$ cat src/shared/aocfg_pkg.sv
`default_nettype none
package aocfg_pkg;
    // ----------------------------------------
    // Register addresses
    // ----------------------------------------
    localparam logic [7:0] ADDR_STATUS = 8'h00;
    localparam logic [7:0] ADDR_GENERAL = 8'h01;
    localparam logic [7:0] ADDR_FORMAT = 8'h02;
    localparam logic [7:0] ADDR_AVERAGE = 8'h03;
    localparam logic [7:0] ADDR_OPMODE = 8'h04;
    localparam logic [7:0] ADDR_CHANFN = 8'h05;
    // ----------------------------------------
    // Field positions, masks and resets
    // ----------------------------------------
    localparam int CRC_FLAG_BIT = 1;
    localparam int FIXED_PAT_BIT = 7;
    localparam int TAG_SEL_LSB = 4;
    localparam int HALT_BIT = 7;
    localparam int TRIG_LSB = 5;
    localparam int OSC_BIT = 4;
    localparam int DIV_LSB = 0;
    localparam int DIV_WIDTH = 4;
    localparam int AVG_LSB = 0;
    localparam int AVG_WIDTH = 3;
    localparam logic [7:0] FORMAT_MASK = 8'hb0;
    localparam logic [7:0] AVERAGE_MASK = 8'h07;
    localparam logic [7:0] CFG_RESET = 8'h00;
    localparam logic [11:0] FIXED_CODE = 12'ha5a;
    localparam logic [1:0] TAG_NONE = 2'h0;
    localparam logic [1:0] TAG_CHAN = 2'h1;
    localparam logic [1:0] TAG_STATUS = 2'h2;
    localparam logic [1:0] TAG_RESERVED = 2'h3;
    localparam logic [1:0] TRIG_AUTO_CODE = 2'h1;
    // ----------------------------------------
    // Types
    // ----------------------------------------
    typedef enum logic {AOCFG_MANUAL, AOCFG_AUTO} aocfg_trig_t;
    typedef struct packed {
        logic valid;
        logic [11:0] code;
        logic tag_valid;
        logic [3:0] tag;
    } aocfg_data_t;
    typedef struct packed {
        aocfg_trig_t trig;
        logic osc_low_power;
        logic [3:0] rate_div;
        logic [7:0] avg_count;
    } aocfg_mode_t;
endpackage : aocfg_pkg
`default_nettype wire

$ cat src/aocfg_top.sv
`timescale 1ns/1ns
`default_nettype none
module aocfg_top
    import aocfg_pkg::*;
#(
    parameter int CHANNELS = 8
) (
    input wire logic clock,
    input wire logic reset_n,
    input wire logic [7:0] reg_addr,
    input wire logic [7:0] reg_wdata,
    input wire logic reg_wr,
    input wire logic reg_rd,
    output logic [7:0] reg_rdata,
    input wire logic crc_error,
    input wire logic conv_valid,
    input wire logic [11:0] conv_result,
    input wire logic [3:0] conv_channel,
    input wire logic [3:0] conv_status,
    output aocfg_data_t out_data,
    output aocfg_mode_t out_mode,
    output logic [CHANNELS-1:0] channel_gpio,
    output logic sequencing_run
);
    // ----------------------------------------
    // Helpers
    // ----------------------------------------
    function automatic logic [7:0] pow2(input logic [2:0] n);
        pow2 = 8'h01 << n;
    endfunction : pow2

    function automatic logic [1:0] legal2(input logic [1:0] c, input logic [1:0] top);
        legal2 = (c > top) ? 2'h0 : c;
    endfunction : legal2

    // ----------------------------------------
    // Register storage
    // ----------------------------------------
    logic crc_flag_reg;
    logic crc_flag_next;
    logic [7:0] format_reg;
    logic [7:0] average_reg;
    logic [7:0] opmode_reg;
    logic [CHANNELS-1:0] chanfn_reg;
    logic [7:0] rdata_reg;
    logic [7:0] rdata_next;
    aocfg_data_t data_reg;
    aocfg_data_t data_next;
    aocfg_mode_t mode_reg;
    aocfg_mode_t mode_next;
    logic [CHANNELS-1:0] gpio_reg;
    logic [CHANNELS-1:0] gpio_next;
    logic run_reg;
    logic run_next;

    // ----------------------------------------
    // Write decode
    // ----------------------------------------
    wire logic cfg_open = !crc_flag_reg;
    wire logic wr_status = reg_wr && (reg_addr == ADDR_STATUS);
    wire logic wr_format = reg_wr && cfg_open && (reg_addr == ADDR_FORMAT);
    wire logic wr_average = reg_wr && cfg_open && (reg_addr == ADDR_AVERAGE);
    wire logic wr_opmode = reg_wr && cfg_open && (reg_addr == ADDR_OPMODE);
    wire logic wr_chanfn = reg_wr && cfg_open && (reg_addr == ADDR_CHANFN);
    wire logic flag_clear = wr_status && reg_wdata[CRC_FLAG_BIT];
    // Set wins over clear
    assign crc_flag_next = crc_error || (crc_flag_reg && !flag_clear);

    // ----------------------------------------
    // Field decode
    // ----------------------------------------
    wire logic fixed_on = format_reg[FIXED_PAT_BIT];
    wire logic [1:0] tag_sel = legal2(format_reg[TAG_SEL_LSB +: 2], TAG_STATUS);
    wire logic halt_on = opmode_reg[HALT_BIT];
    wire logic [1:0] trig_code = legal2(opmode_reg[TRIG_LSB +: 2], TRIG_AUTO_CODE);
    wire logic trig_auto = (trig_code == TRIG_AUTO_CODE);
    wire logic halted = halt_on && crc_flag_reg;

    // ----------------------------------------
    // Read mux
    // ----------------------------------------
    always_comb begin
        rdata_next = 8'h00;
        if (reg_rd) begin
            case (reg_addr)
                ADDR_STATUS: rdata_next[CRC_FLAG_BIT] = crc_flag_reg;
                ADDR_FORMAT: rdata_next = format_reg & FORMAT_MASK;
                ADDR_AVERAGE: rdata_next = average_reg & AVERAGE_MASK;
                ADDR_OPMODE: rdata_next = opmode_reg;
                ADDR_CHANFN: rdata_next = 8'(chanfn_reg);
                default: rdata_next = 8'h00;
            endcase
        end else begin
            rdata_next = rdata_reg;
        end
    end

    // ----------------------------------------
    // Output data path
    // ----------------------------------------
    always_comb begin
        data_next = '0;
        data_next.valid = conv_valid;
        data_next.code = fixed_on ? FIXED_CODE : conv_result;
        case (tag_sel)
            TAG_CHAN: begin
                data_next.tag_valid = 1'b1;
                data_next.tag = conv_channel;
            end
            TAG_STATUS: begin
                data_next.tag_valid = 1'b1;
                data_next.tag = conv_status;
            end
            default: data_next.tag_valid = 1'b0;
        endcase
    end

    // ----------------------------------------
    // Mode and channel control
    // ----------------------------------------
    always_comb begin
        mode_next.trig = trig_auto ? AOCFG_AUTO : AOCFG_MANUAL;
        mode_next.osc_low_power = opmode_reg[OSC_BIT];
        mode_next.rate_div = trig_auto ? opmode_reg[DIV_LSB +: DIV_WIDTH] : 4'h0;
        mode_next.avg_count = pow2(average_reg[AVG_LSB +: AVG_WIDTH]);
    end
    // Forced analog while halted, restored after clear
    assign gpio_next = halted ? '0 : chanfn_reg;
    assign run_next = !halted;

    // ----------------------------------------
    // Flip-flops
    // ----------------------------------------
    always_ff @(posedge clock or negedge reset_n) begin
        if (!reset_n) begin
            crc_flag_reg <= 1'b0;
            format_reg <= CFG_RESET;
            average_reg <= CFG_RESET;
            opmode_reg <= CFG_RESET;
            chanfn_reg <= '0;
        end else begin
            crc_flag_reg <= crc_flag_next;
            if (wr_format) format_reg <= reg_wdata & FORMAT_MASK;
            if (wr_average) average_reg <= reg_wdata & AVERAGE_MASK;
            if (wr_opmode) opmode_reg <= reg_wdata;
            if (wr_chanfn) chanfn_reg <= reg_wdata[CHANNELS-1:0];
        end
    end

    always_ff @(posedge clock or negedge reset_n) begin
        if (!reset_n) begin
            rdata_reg <= 8'h00;
            data_reg <= '0;
            mode_reg <= '0;
            gpio_reg <= '0;
            run_reg <= 1'b1;
        end else begin
            rdata_reg <= rdata_next;
            data_reg <= data_next;
            mode_reg <= mode_next;
            gpio_reg <= gpio_next;
            run_reg <= run_next;
        end
    end

    assign reg_rdata = rdata_reg;
    assign out_data = data_reg;
    assign out_mode = mode_reg;
    assign channel_gpio = gpio_reg;
    assign sequencing_run = run_reg;

    // ----------------------------------------
    // Checks
    // ----------------------------------------
    property p_fixed;
        @(posedge clock) disable iff (!reset_n)
        conv_valid && fixed_on |=> out_data.valid && out_data.code == FIXED_CODE;
    endproperty
    a_fixed: assert property (p_fixed) else $error("fixed code missing");

    property p_tag_chan;
        @(posedge clock) disable iff (!reset_n)
        conv_valid && format_reg[TAG_SEL_LSB +: 2] == TAG_CHAN
            |=> out_data.tag_valid && out_data.tag == $past(conv_channel);
    endproperty
    a_tag_chan: assert property (p_tag_chan) else $error("channel tag wrong");

    property p_tag_rsv;
        @(posedge clock) disable iff (!reset_n)
        format_reg[TAG_SEL_LSB +: 2] == TAG_RESERVED |=> !out_data.tag_valid;
    endproperty
    a_tag_rsv: assert property (p_tag_rsv) else $error("reserved tag used");

    property p_avg;
        @(posedge clock) disable iff (!reset_n)
        wr_average ##2 1
            |-> out_mode.avg_count == pow2($past(reg_wdata[AVG_LSB +: AVG_WIDTH], 2));
    endproperty
    a_avg: assert property (p_avg) else $error("average count wrong");

    property p_keep;
        @(posedge clock) disable iff (!reset_n)
        crc_flag_reg && !halt_on |=> sequencing_run && channel_gpio == $past(chanfn_reg);
    endproperty
    a_keep: assert property (p_keep) else $error("config not kept");

    property p_halt;
        @(posedge clock) disable iff (!reset_n)
        crc_error && halt_on && !wr_opmode ##1 crc_flag_reg
            |=> channel_gpio == '0 && !sequencing_run;
    endproperty
    a_halt: assert property (p_halt) else $error("halt not applied");

    property p_resume;
        @(posedge clock) disable iff (!reset_n)
        $fell(crc_flag_reg) |=> sequencing_run && channel_gpio == $past(chanfn_reg);
    endproperty
    a_resume: assert property (p_resume) else $error("resume failed");

    property p_block;
        @(posedge clock) disable iff (!reset_n)
        crc_flag_reg && reg_wr && reg_addr != ADDR_STATUS && reg_addr != ADDR_GENERAL
            |=> $stable(format_reg) && $stable(average_reg)
                && $stable(opmode_reg) && $stable(chanfn_reg);
    endproperty
    a_block: assert property (p_block) else $error("write not blocked");

    property p_flag_set;
        @(posedge clock) disable iff (!reset_n)
        crc_error |=> crc_flag_reg;
    endproperty
    a_flag_set: assert property (p_flag_set) else $error("flag not set");

    property p_mode;
        @(posedge clock) disable iff (!reset_n)
        opmode_reg[TRIG_LSB +: 2] == TRIG_AUTO_CODE
            |=> out_mode.trig == AOCFG_AUTO
                && out_mode.rate_div == $past(opmode_reg[DIV_LSB +: DIV_WIDTH])
                && out_mode.osc_low_power == $past(opmode_reg[OSC_BIT]);
    endproperty
    a_mode: assert property (p_mode) else $error("mode output wrong");

    property p_rsv_read;
        @(posedge clock) disable iff (!reset_n)
        reg_rd && reg_addr == ADDR_FORMAT |=> (reg_rdata & ~FORMAT_MASK) == 8'h00;
    endproperty
    a_rsv_read: assert property (p_rsv_read) else $error("reserved bits set");

    property p_plain_code;
        @(posedge clock) disable iff (!reset_n)
        conv_valid && !fixed_on |=> out_data.valid && out_data.code == $past(conv_result);
    endproperty
    a_plain_code: assert property (p_plain_code) else $error("result code wrong");

    property p_tag_status;
        @(posedge clock) disable iff (!reset_n)
        conv_valid && format_reg[TAG_SEL_LSB +: 2] == TAG_STATUS
            |=> out_data.tag_valid && out_data.tag == $past(conv_status);
    endproperty
    a_tag_status: assert property (p_tag_status) else $error("status tag wrong");

    property p_tag_none;
        @(posedge clock) disable iff (!reset_n)
        format_reg[TAG_SEL_LSB +: 2] == TAG_NONE |=> !out_data.tag_valid;
    endproperty
    a_tag_none: assert property (p_tag_none) else $error("tag added when off");

    property p_manual;
        @(posedge clock) disable iff (!reset_n)
        opmode_reg[TRIG_LSB +: 2] != TRIG_AUTO_CODE
            |=> out_mode.trig == AOCFG_MANUAL && out_mode.rate_div == 4'h0;
    endproperty
    a_manual: assert property (p_manual) else $error("manual mode wrong");

    property p_avg_read;
        @(posedge clock) disable iff (!reset_n)
        reg_rd && reg_addr == ADDR_AVERAGE |=> (reg_rdata & ~AVERAGE_MASK) == 8'h00;
    endproperty
    a_avg_read: assert property (p_avg_read) else $error("reserved average bits set");

    property p_clear;
        @(posedge clock) disable iff (!reset_n)
        crc_flag_reg && flag_clear && !crc_error |=> !crc_flag_reg;
    endproperty
    a_clear: assert property (p_clear) else $error("flag not cleared");

    property p_pin_fn;
        @(posedge clock) disable iff (!reset_n)
        !halted |=> channel_gpio == $past(chanfn_reg);
    endproperty
    a_pin_fn: assert property (p_pin_fn) else $error("pin function wrong");
endmodule : aocfg_top
`default_nettype wire

$ cat config.mk
export PLATFORM = sky130hd
export DESIGN_NAME = aocfg_top
export DESIGN_NICKNAME = d
export VERILOG_FILES = /design/src/shared/aocfg_pkg.sv /design/src/aocfg_top.sv
export SDC_FILE = /design/constraint.sdc
export NUM_CORES = 1
export LEC_CHECK = 0
export BUFFER_PORTS_ARGS = -buffer_cell sky130_fd_sc_hd__buf_2
export CAP_MARGIN = 10
export CELL_PAD_IN_SITES_DETAIL_PLACEMENT = 1
export CELL_PAD_IN_SITES_GLOBAL_PLACEMENT = 2
export CORE_UTILIZATION = 32
export CTS_CLUSTER_DIAMETER = 40
export DETAILED_ROUTE_END_ITERATION = 7
export HOLD_SLACK_MARGIN = 0.12
export PLACE_DENSITY_LB_ADDON = 0.1
export SYNTH_ARGS = -nofsm -noshare
export SYNTH_HDL_FRONTEND = slang
export SYNTH_SLANG_ARGS = --single-unit
$ cat constraint.sdc
create_clock -name clock -period 1.95 [get_ports clock]
set_input_delay 0.585 -clock clock [delete_from_list [all_inputs] [get_ports clock]]
set_output_delay 0.585 -clock clock [all_outputs]
set_load 0.05 [all_outputs]
Yosys cells after proc, flatten, opt, wreduce, memory -nomap -nowiden
Cells that the tools add are included.
Storage, ports and cells
  bits in writable memories: 0
  output and inout port bits: 49
  bits in registers: 72
  memories: 0
  word-level logic and storage cells: 52
  bits in latches: 0
  input bits: 42
  bits in read-only memories: 0
Cells by class
  multipliers: 0
  $add $sub $neg: 0
  shift-type cells: 1
  magnitude comparators: 2
  bitwise logic cells: 0
  divide/modulo/power cells: 0
  mux-type cells: 11
  eq/ne operators: 7
  reduce and logical (&&, ||, !) cells: 15
Operators by type and width (number)
  case mux 6 bit (4 select lines): 1
  == test 8 x 2 -> 1 bit, second input constant: 2
  == test 8 x 3 -> 1 bit, second input constant: 2
  two-way mux 12 bit: 1
  logical AND 1 bit: 9
  zero test 8 bit: 1
  two-way mux 8 bit: 1
  case mux 4 bit (2 select lines): 1
  left shift 1 x 3 -> 8 bit, first input constant: 1
  == test 2 x 1 -> 1 bit, second input constant: 2
  two-way mux 2 bit: 2
  two-way mux 4 bit: 1
  case mux 1 bit (4 select lines): 1
  zero test 1 bit: 3
  case mux 1 bit (3 select lines): 1
  == test 2 bit, second input constant: 1
  greater-than comparator 2 x 1 -> 1 bit, second input constant: 1
  greater-than comparator 2 bit, second input constant: 1
  two-way mux 1 bit: 2
  OR reduction 2 bit: 1
  logical OR 1 bit: 1

Depth between registers and ports, before layout
Gate-level depths: netlist of the first run.
  depth after elaboration: 6
  mapped depth: 5
  mapped depth without buffers: 4

Worst setup path after synthesis of the first run
Ideal clock, no wire load.
  path type: in2reg
  start: input port reg_addr[3]
  end: register opmode_reg[0]
  library setup time: 0.125 ns
  slack: 0.043 ns
  arrival: 1.782 ns
  cell stages on the path: 4
  buffers on the path: 0
  required time: 1.825 ns
  cells stage by stage: or3_4 nor4_4 nand2_2 mux2_2
On the way
  longest elaborated chain between the ends: 2
Ends and longest elaborated chain
  from (decl): line aocfg_top.sv:10  | input wire logic [7:0] reg_addr,
  == test 8 x 3 -> 1 bit: line aocfg_top.sv:63  | wire logic wr_opmode = reg_wr && cfg_open && (reg_addr == ADDR_OPMODE);
  logical AND 1 bit: line aocfg_top.sv:63
  to (signal assigned): line aocfg_top.sv:145  | if (wr_opmode) opmode_reg <= reg_wdata;
  to (decl): line aocfg_top.sv:43  | logic [7:0] opmode_reg;
Every way passes these cells.
A chain may end at the register's enable or synchronous reset.

Final worst setup path of the first run
  start: input port reg_addr[3]
  end: register chanfn_reg[1]
On the way
  longest elaborated chain between the ends: 2
Ends and longest elaborated chain
  == test 8 x 3 -> 1 bit: line aocfg_top.sv:64  | wire logic wr_chanfn = reg_wr && cfg_open && (reg_addr == ADDR_CHANFN);
  logical AND 1 bit: line aocfg_top.sv:64
  to (signal assigned): line aocfg_top.sv:146  | if (wr_chanfn) chanfn_reg <= reg_wdata[CHANNELS-1:0];
  to (decl): line aocfg_top.sv:44  | logic [CHANNELS-1:0] chanfn_reg;
Every way passes these cells.

==> run summary, run 1 <==
H-Tree Depth = 3
relative slew slack = 71.1%
initial antenna violation count = 0
CTS Buf Count = 9
die height = 95.2 um
Critical Path RT = 2170 ps
minimum clock period = 1710 ps
Initial Util = 33.5%
Arr. time, crit path = 1940 ps
post-CTS setup buffer count = 0
IO Pins = 91
status = finished, final reports clean
Vias = 1,933
endpoints failing hold = 0
Final WS setup = 239 ps
Layout area overhead = 29.1%
setup violators final = 0
crit start category = primary input
crit path kind = primary input to flop
drt initial violations = 26
internal power = 0.00214 W
Die W = 95.2 um
Seq cells post-synth = 72
first-pass iteration count of the detailed router = 4
detailed-placement wirelength estimate = 4.74 mm
RSZ-0062 raised after global routing = false
Leak Pwr = 1.88 nW
Die ar. = 9060 um2
DRT antenna net count = 0
Hold WC Path Type = primary input to asynchronous set/reset pin
maximum clock rate = 584 MHz
synth warn = 0
DRC Markers = 0
post-synth top area share = 63.9%
crit-path max FO = 8
Synth Instances = 213
Total GRT Usage = 16.0%
clock latency on the worst-skew pair = 350 ps
clk root buf = clkbuf_8
Critical Path Max Stage Delay = 390 ps
post_cts resized = 0
pwr dens = 786 nW/um2
Clock power frac = 39.1%
drt wl/cell = 15.5 um
Fill cells = 921
peak supply drop = 0.343 mV
Synth area leader = dfrtp_1
Worst Max-Slew Pin Slew = 433 ps
Final nets = 358
number of flip-flops under the largest register name = 18
vias in the first global route = 2,026
CTS Sinks = 72
global-route wire length before repair = 10.6 mm
Syn Area/Cell = 13.0 um2
core area = 8300 um2
CTS max path bufs = 2
DP Worst Slack = -129 ps
Core Rows = 33
Sw Ratio = 24.1%
pin count of the biggest net entering global routing = 73
GPL Wtd Cong = 0.710
Avg Vias per Cell = 4.56
Synth Cell Area = 2780 um2
crit path cell chain = buf_2 -> or3_4 -> nor4_4 -> buf_4 -> nand3_4 -> mux2_2
cts hold-fix bufs = 0
max_cap viols = 0
Overflow after GRT = 0
antenna cell count = 0
sequential power share = 53.6%
Final Cycle Share = 87.8%
Slowest cell on crit path = or3_4
Min Hold Slack = 266 ps
NetSw = 0.000679 W
port buffer count = 90
Fin Setup TNS = 0 ps
Max Slew Vio Count = 0
CTS tree = yes
fraction of layout instances using a drive strength above 1 = 46.4%
CP endpoint kind = flop
logic gate share of total power = 7.3%
Area contributors post-synth = dfrtp_1, mux2_2, and2_1
WL final = 6.59 mm
clk slew on worst S/H paths = 80 ps
post-synthesis net count = 257
skew final = 8.25 ps
Distinct cells, synth = 33
register area share after synthesis = 64.9%
[layout make-up]
| cell class | instances | area, um2 | share of cell area, % |
|---|---|---|---|
| sequential | 72 | 1800 | 50.3 |
| clock buffer | 14 | 173 | 4.81 |
| timing repair buffer | 98 | 523 | 14.6 |
| clock inverter | 2 | 12.5 | 0.349 |
| multi-input combinational | 121 | 900 | 25.1 |
| tap | 105 | 131 | 3.66 |
| inverter | 12 | 45.0 | 1.26 |
[routing by layer]
layer | up-vias | wire length (um) | track usage (%)
li1 | 916 | - | -
met1 | 952 | 3130 | 21.2
met2 | 55 | 2990 | 24.3
met3 | 10 | 341 | 4.94
met4 | 0 | 121 | 6.44
met5 | - | 0 | 0
[layout by cell type (no fill, tap or decap), types with 2 or more instances in the layout]
cell	count
o22ai_1	8
nor3b_1	4
nand2b_1	2
nand2_1	8
ha_1	2
nor2_1	13
a22oi_1	4
mux2_2	24
nand3_1	2
inv_1	12
and3b_1	2
and2_1	12
mux2i_1	5
a21oi_1	6
or2_2	6
dfrtp_1	71
buf_2	90
and3_1	2
nor3_1	2
buf_4	7
clkbuf_8	12
clkbuf_1	2
nor2b_1	8
[power groups by stage]
stage	sequential [W]	clock (W)	combinational, W
CTS	0.00151	0.00114	0.000211
floorplan	0.00159	0	0.0000405
global placement	0.00154	0	0.000211
finish	0.00151	0.00110	0.000206
detailed placement	0.00154	0	0.000211
global route	0.00151	0.00120	0.000227
[synthesized netlist by cell type (all sizes together)]
library cell and n:
or3b 1, o22ai 8, nand4 1, nor3 2, dfstp 1, a22oi 4
nand2 9, and3 2, and2 12, mux2i 5, a21o 1, clkbuf 7
nor2b 8, nor3b 4, xor2 1, nor4 1, inv 12, or3 1
mux2 24, ha 2, a221oi 1, o211ai 1, a31oi 1, nand3 3
or2 6, nor2 13, and3b 2, dfrtp 71, a21oi 6, nand2b 2
buf 1
[cell families (layout without fill, tap and decap cells)]
family	count (synthesis)	count (layout)	share of synthesized area [%]
AOI/OAI and AO/OA	22	22	5.04
xor gates and xnor gates	1	1	0.315
adders and majority gates	2	2	0.900
buffers and inverters	20	126	2.75
DFF	72	72	64.9
muxes	29	29	11.5
and+or+nand+nor	67	67	14.6
[final timing paths]
kind                                from              end  slack (ps)  depth (start not counted)
hold reg to reg            opmode_reg[4]     out_mode[12]         430                          0
min in group clock            conv_valid     out_data[17]         350                          1
setup / recovery             reg_addr[3]    chanfn_reg[1]         240                          6
max in group asynchronous        reset_n   sequencing_run        1370                          2
hold / removal                   reset_n  channel_gpio[2]         270                          2
setup reg to reg            crc_flag_reg    chanfn_reg[1]         440                          5
[worst max-delay path, delay by kind of cell]
family / cells / cell delay [ps]
buf+inv: 2 / 270
simple gates: 3 / 750
mux: 1 / 320
[through the flow]
stage               util [%]  cell area [um2]  power (W)  std cells
finish                  43.2             3590    0.00282        424
detailed placement      41.0             3400    0.00175        408
floorplan                  -             2780    0.00164        213
CTS                     43.2             3590    0.00286        424
global placement        41.0             3400    0.00175        408
global route            43.2             3590    0.00294        424
Note: power is estimated with default switching activity, not from simulation.
==> run 2: changes to the inputs <==
--- a/config.mk
+++ b/config.mk
@@ -14,6 +14,7 @@
 export DETAILED_ROUTE_END_ITERATION = 7
 export HOLD_SLACK_MARGIN = 0.12
 export PLACE_DENSITY_LB_ADDON = 0.1
+export SETUP_SLACK_MARGIN = 0.4
 export SYNTH_ARGS = -nofsm -noshare
 export SYNTH_HDL_FRONTEND = slang
 export SYNTH_SLANG_ARGS = --single-unit
==> run 2 against run 1 <==
Effect of this change: global-route usage shrank 1.0 points; critical path depth is the same; maximum frequency grew 3.7%; worst setup slack gained 61 ps; highest routed layer unchanged; sequential share of layout area shrank 2.3 points; non-clock buffer count grew 2; via count shrank 0.16%; critical path type unchanged; power grew 5.9%; cell area grew 4.7%; combinational power grew 2%.
==> run summary, run 2 (synthesized netlist as in run 1, its figures left out) <==
CTS max path bufs = 2 (unchanged)
global-route wire length before repair = 9.99 mm (-5.5%)
clock latency on the worst-skew pair = 350 ps (about the same)
status = finished, final reports clean
drt wl/cell = 14.6 um (-6.0%)
most frequent cells in the layout = dfrtp_1, buf_2, mux2_2
WL final = 6.22 mm (-5.5%)
max_cap viols = 0 (unchanged)
fraction of layout instances using a drive strength above 1 = 47.4% (+0.96 points)
Arr. time, crit path = 1880 ps (-60 ps)
detailed-placement wirelength estimate = 4.50 mm (-4.9%)
crit start category = primary input
DP Worst Slack = -152 ps (-23.3 ps)
peak supply drop = 0.323 mV (-6.0%)
vias in the first global route = 1,945 (-4.0%)
maximum clock rate = 606 MHz (+3.7%)
CTS Sinks = 72 (unchanged)
H-Tree Depth = 3 (unchanged)
Die W = 95.2 um (unchanged)
cell area after layout = 3760 um2 (+4.7%)
antenna cell count = 0 (unchanged)
Layout area overhead = 35.2%
Final nets = 360 (+0.56%)
IO Pins = 91 (unchanged)
Total GRT Usage = 15.0% (-1.0 points)
Vias = 1,930 (-0.16%)
Initial Util = 33.5% (unchanged)
setup violators final = 0 (unchanged)
endpoints failing hold = 0 (unchanged)
Worst Max-Slew Pin Slew = 448 ps (+15.3 ps)
skew final = 8.46 ps (+0.213 ps)
first-pass iteration count of the detailed router = 3 (-1)
Hold WC Path Type = primary input to asynchronous set/reset pin
port buffer count = 90 (unchanged)
Cell Count, Final, Fillers Out = 426 (+0.47%)
Final Cycle Share = 84.6% (-3.1 points)
CP endpoint kind = flop
Final WS setup = 300 ps (+60.9 ps)
clk root buf = clkbuf_8
Critical Path RT = 2180 ps (about the same)
CTS Buf Count = 9 (unchanged)
Avg Vias per Cell = 4.53 (-0.62%)
GPL Wtd Cong = 0.737 (+3.8%)
Die ar. = 9060 um2 (unchanged)
CTS tree = yes
pin count of the biggest net entering global routing = 73 (unchanged)
Area after DPL = 3400 um2 (unchanged)
pwr dens = 795 nW/um2 (+1.1%)
crit path kind = primary input to flop
clk slew on worst S/H paths = 80 ps (about the same)
relative slew slack = 70.1% (-1.1 points)
initial antenna violation count = 0 (unchanged)
crit-path max FO = 8 (unchanged)
Max Slew Vio Count = 0 (unchanged)
Leak Pwr = 1.93 nW (+2.5%)
Overflow after GRT = 0 (unchanged)
RSZ-0062 raised after global routing = true
die height = 95.2 um (unchanged)
Core Rows = 33 (unchanged)
# placed instances = 408 (unchanged)
DRC Markers = 0 (unchanged)
core area = 8300 um2 (unchanged)
commonest non-fill, non-tap cell in the layout = dfrtp_1
Core Util, Final = 45.3% (+2.0 points)
minimum clock period = 1650 ps (-60.9 ps)
number of flip-flops under the largest register name = 18 (unchanged)
DRT antenna net count = 0 (unchanged)
drt initial violations = 55 (+110%)
[run 2: changes by cell type in the layout (fill, tap and decap cells not counted), sizes merged]
cell / change
buf: -16
bufinv: +2
clkbuf: +14
clkinv: +1
clkinvlp: +1
[run 2: worst paths after layout]
kind	start	endpoint	slack [ps]	cells past startpoint
worst max-delay path	reg_addr[6]	chanfn_reg[0]	300	6
worst min-delay path	reset_n	channel_gpio[0]	260	2
worst max register to register	crc_flag_reg	chanfn_reg[0]	380	5
worst min register to register	opmode_reg[4]	out_mode[12]	410	0
max in group asynchronous	reset_n	sequencing_run	1370	2
min in group clock	conv_valid	out_data[17]	350	1
[run 2: final cells by class]
cell class,count,area [um2]
Inverter,12,45.0
Tap cell,105,131
Clock buffer,10,128
Fill cell,923,4540
Clock inverter,6,85.1
Timing Repair Buffer,100,649
Sequential cell,72,1800
Multi-Input combinational cell,121,915
[run 2: worst max-delay path: stages]
cell	delay [ps]
buf_6	90
or3_4	390
nor4_4	140
buf_4	180
nand3_4	150
mux2_4	350
[run 2: layer usage]
metal  track usage (%)  routed length, um
met3              5.02                440
met1              21.0               3000
met2              20.7               2670
met4              6.82                109
met5                 0                  0
[run 2: stage by stage]
step | hold WS [ps] | setup TNS, ps | total power, W
after global routing | 271 | 0 | 0.00313
final | 264 | 0 | 0.00299
after CTS | 271 | 0 | 0.00303
after detailed placement | 392 | -2690 | 0.00175
after global placement | 419 | -1730 | 0.00175
after floorplan | 289 | 0 | 0.00164
[run 2: repair_timing]
action / in CTS / in global routing
setup endpoints to repair: 31 / 51
resized for setup: 12 / 38
gates cloned: 0 / 0
hold buffers: 0 / 0
pin swaps: 2 / 0
setup buffers: 0 / 2
[run 2: power by group]
| part | total [W] | switching (W) | internal, W |
|---|---|---|---|
| Sequential | 0.00151 | 0.00000438 | 0.00151 |
| Clock | 0.00126 | 0.000549 | 0.000716 |
| Combinational | 0.000210 | 0.000136 | 0.0000738 |
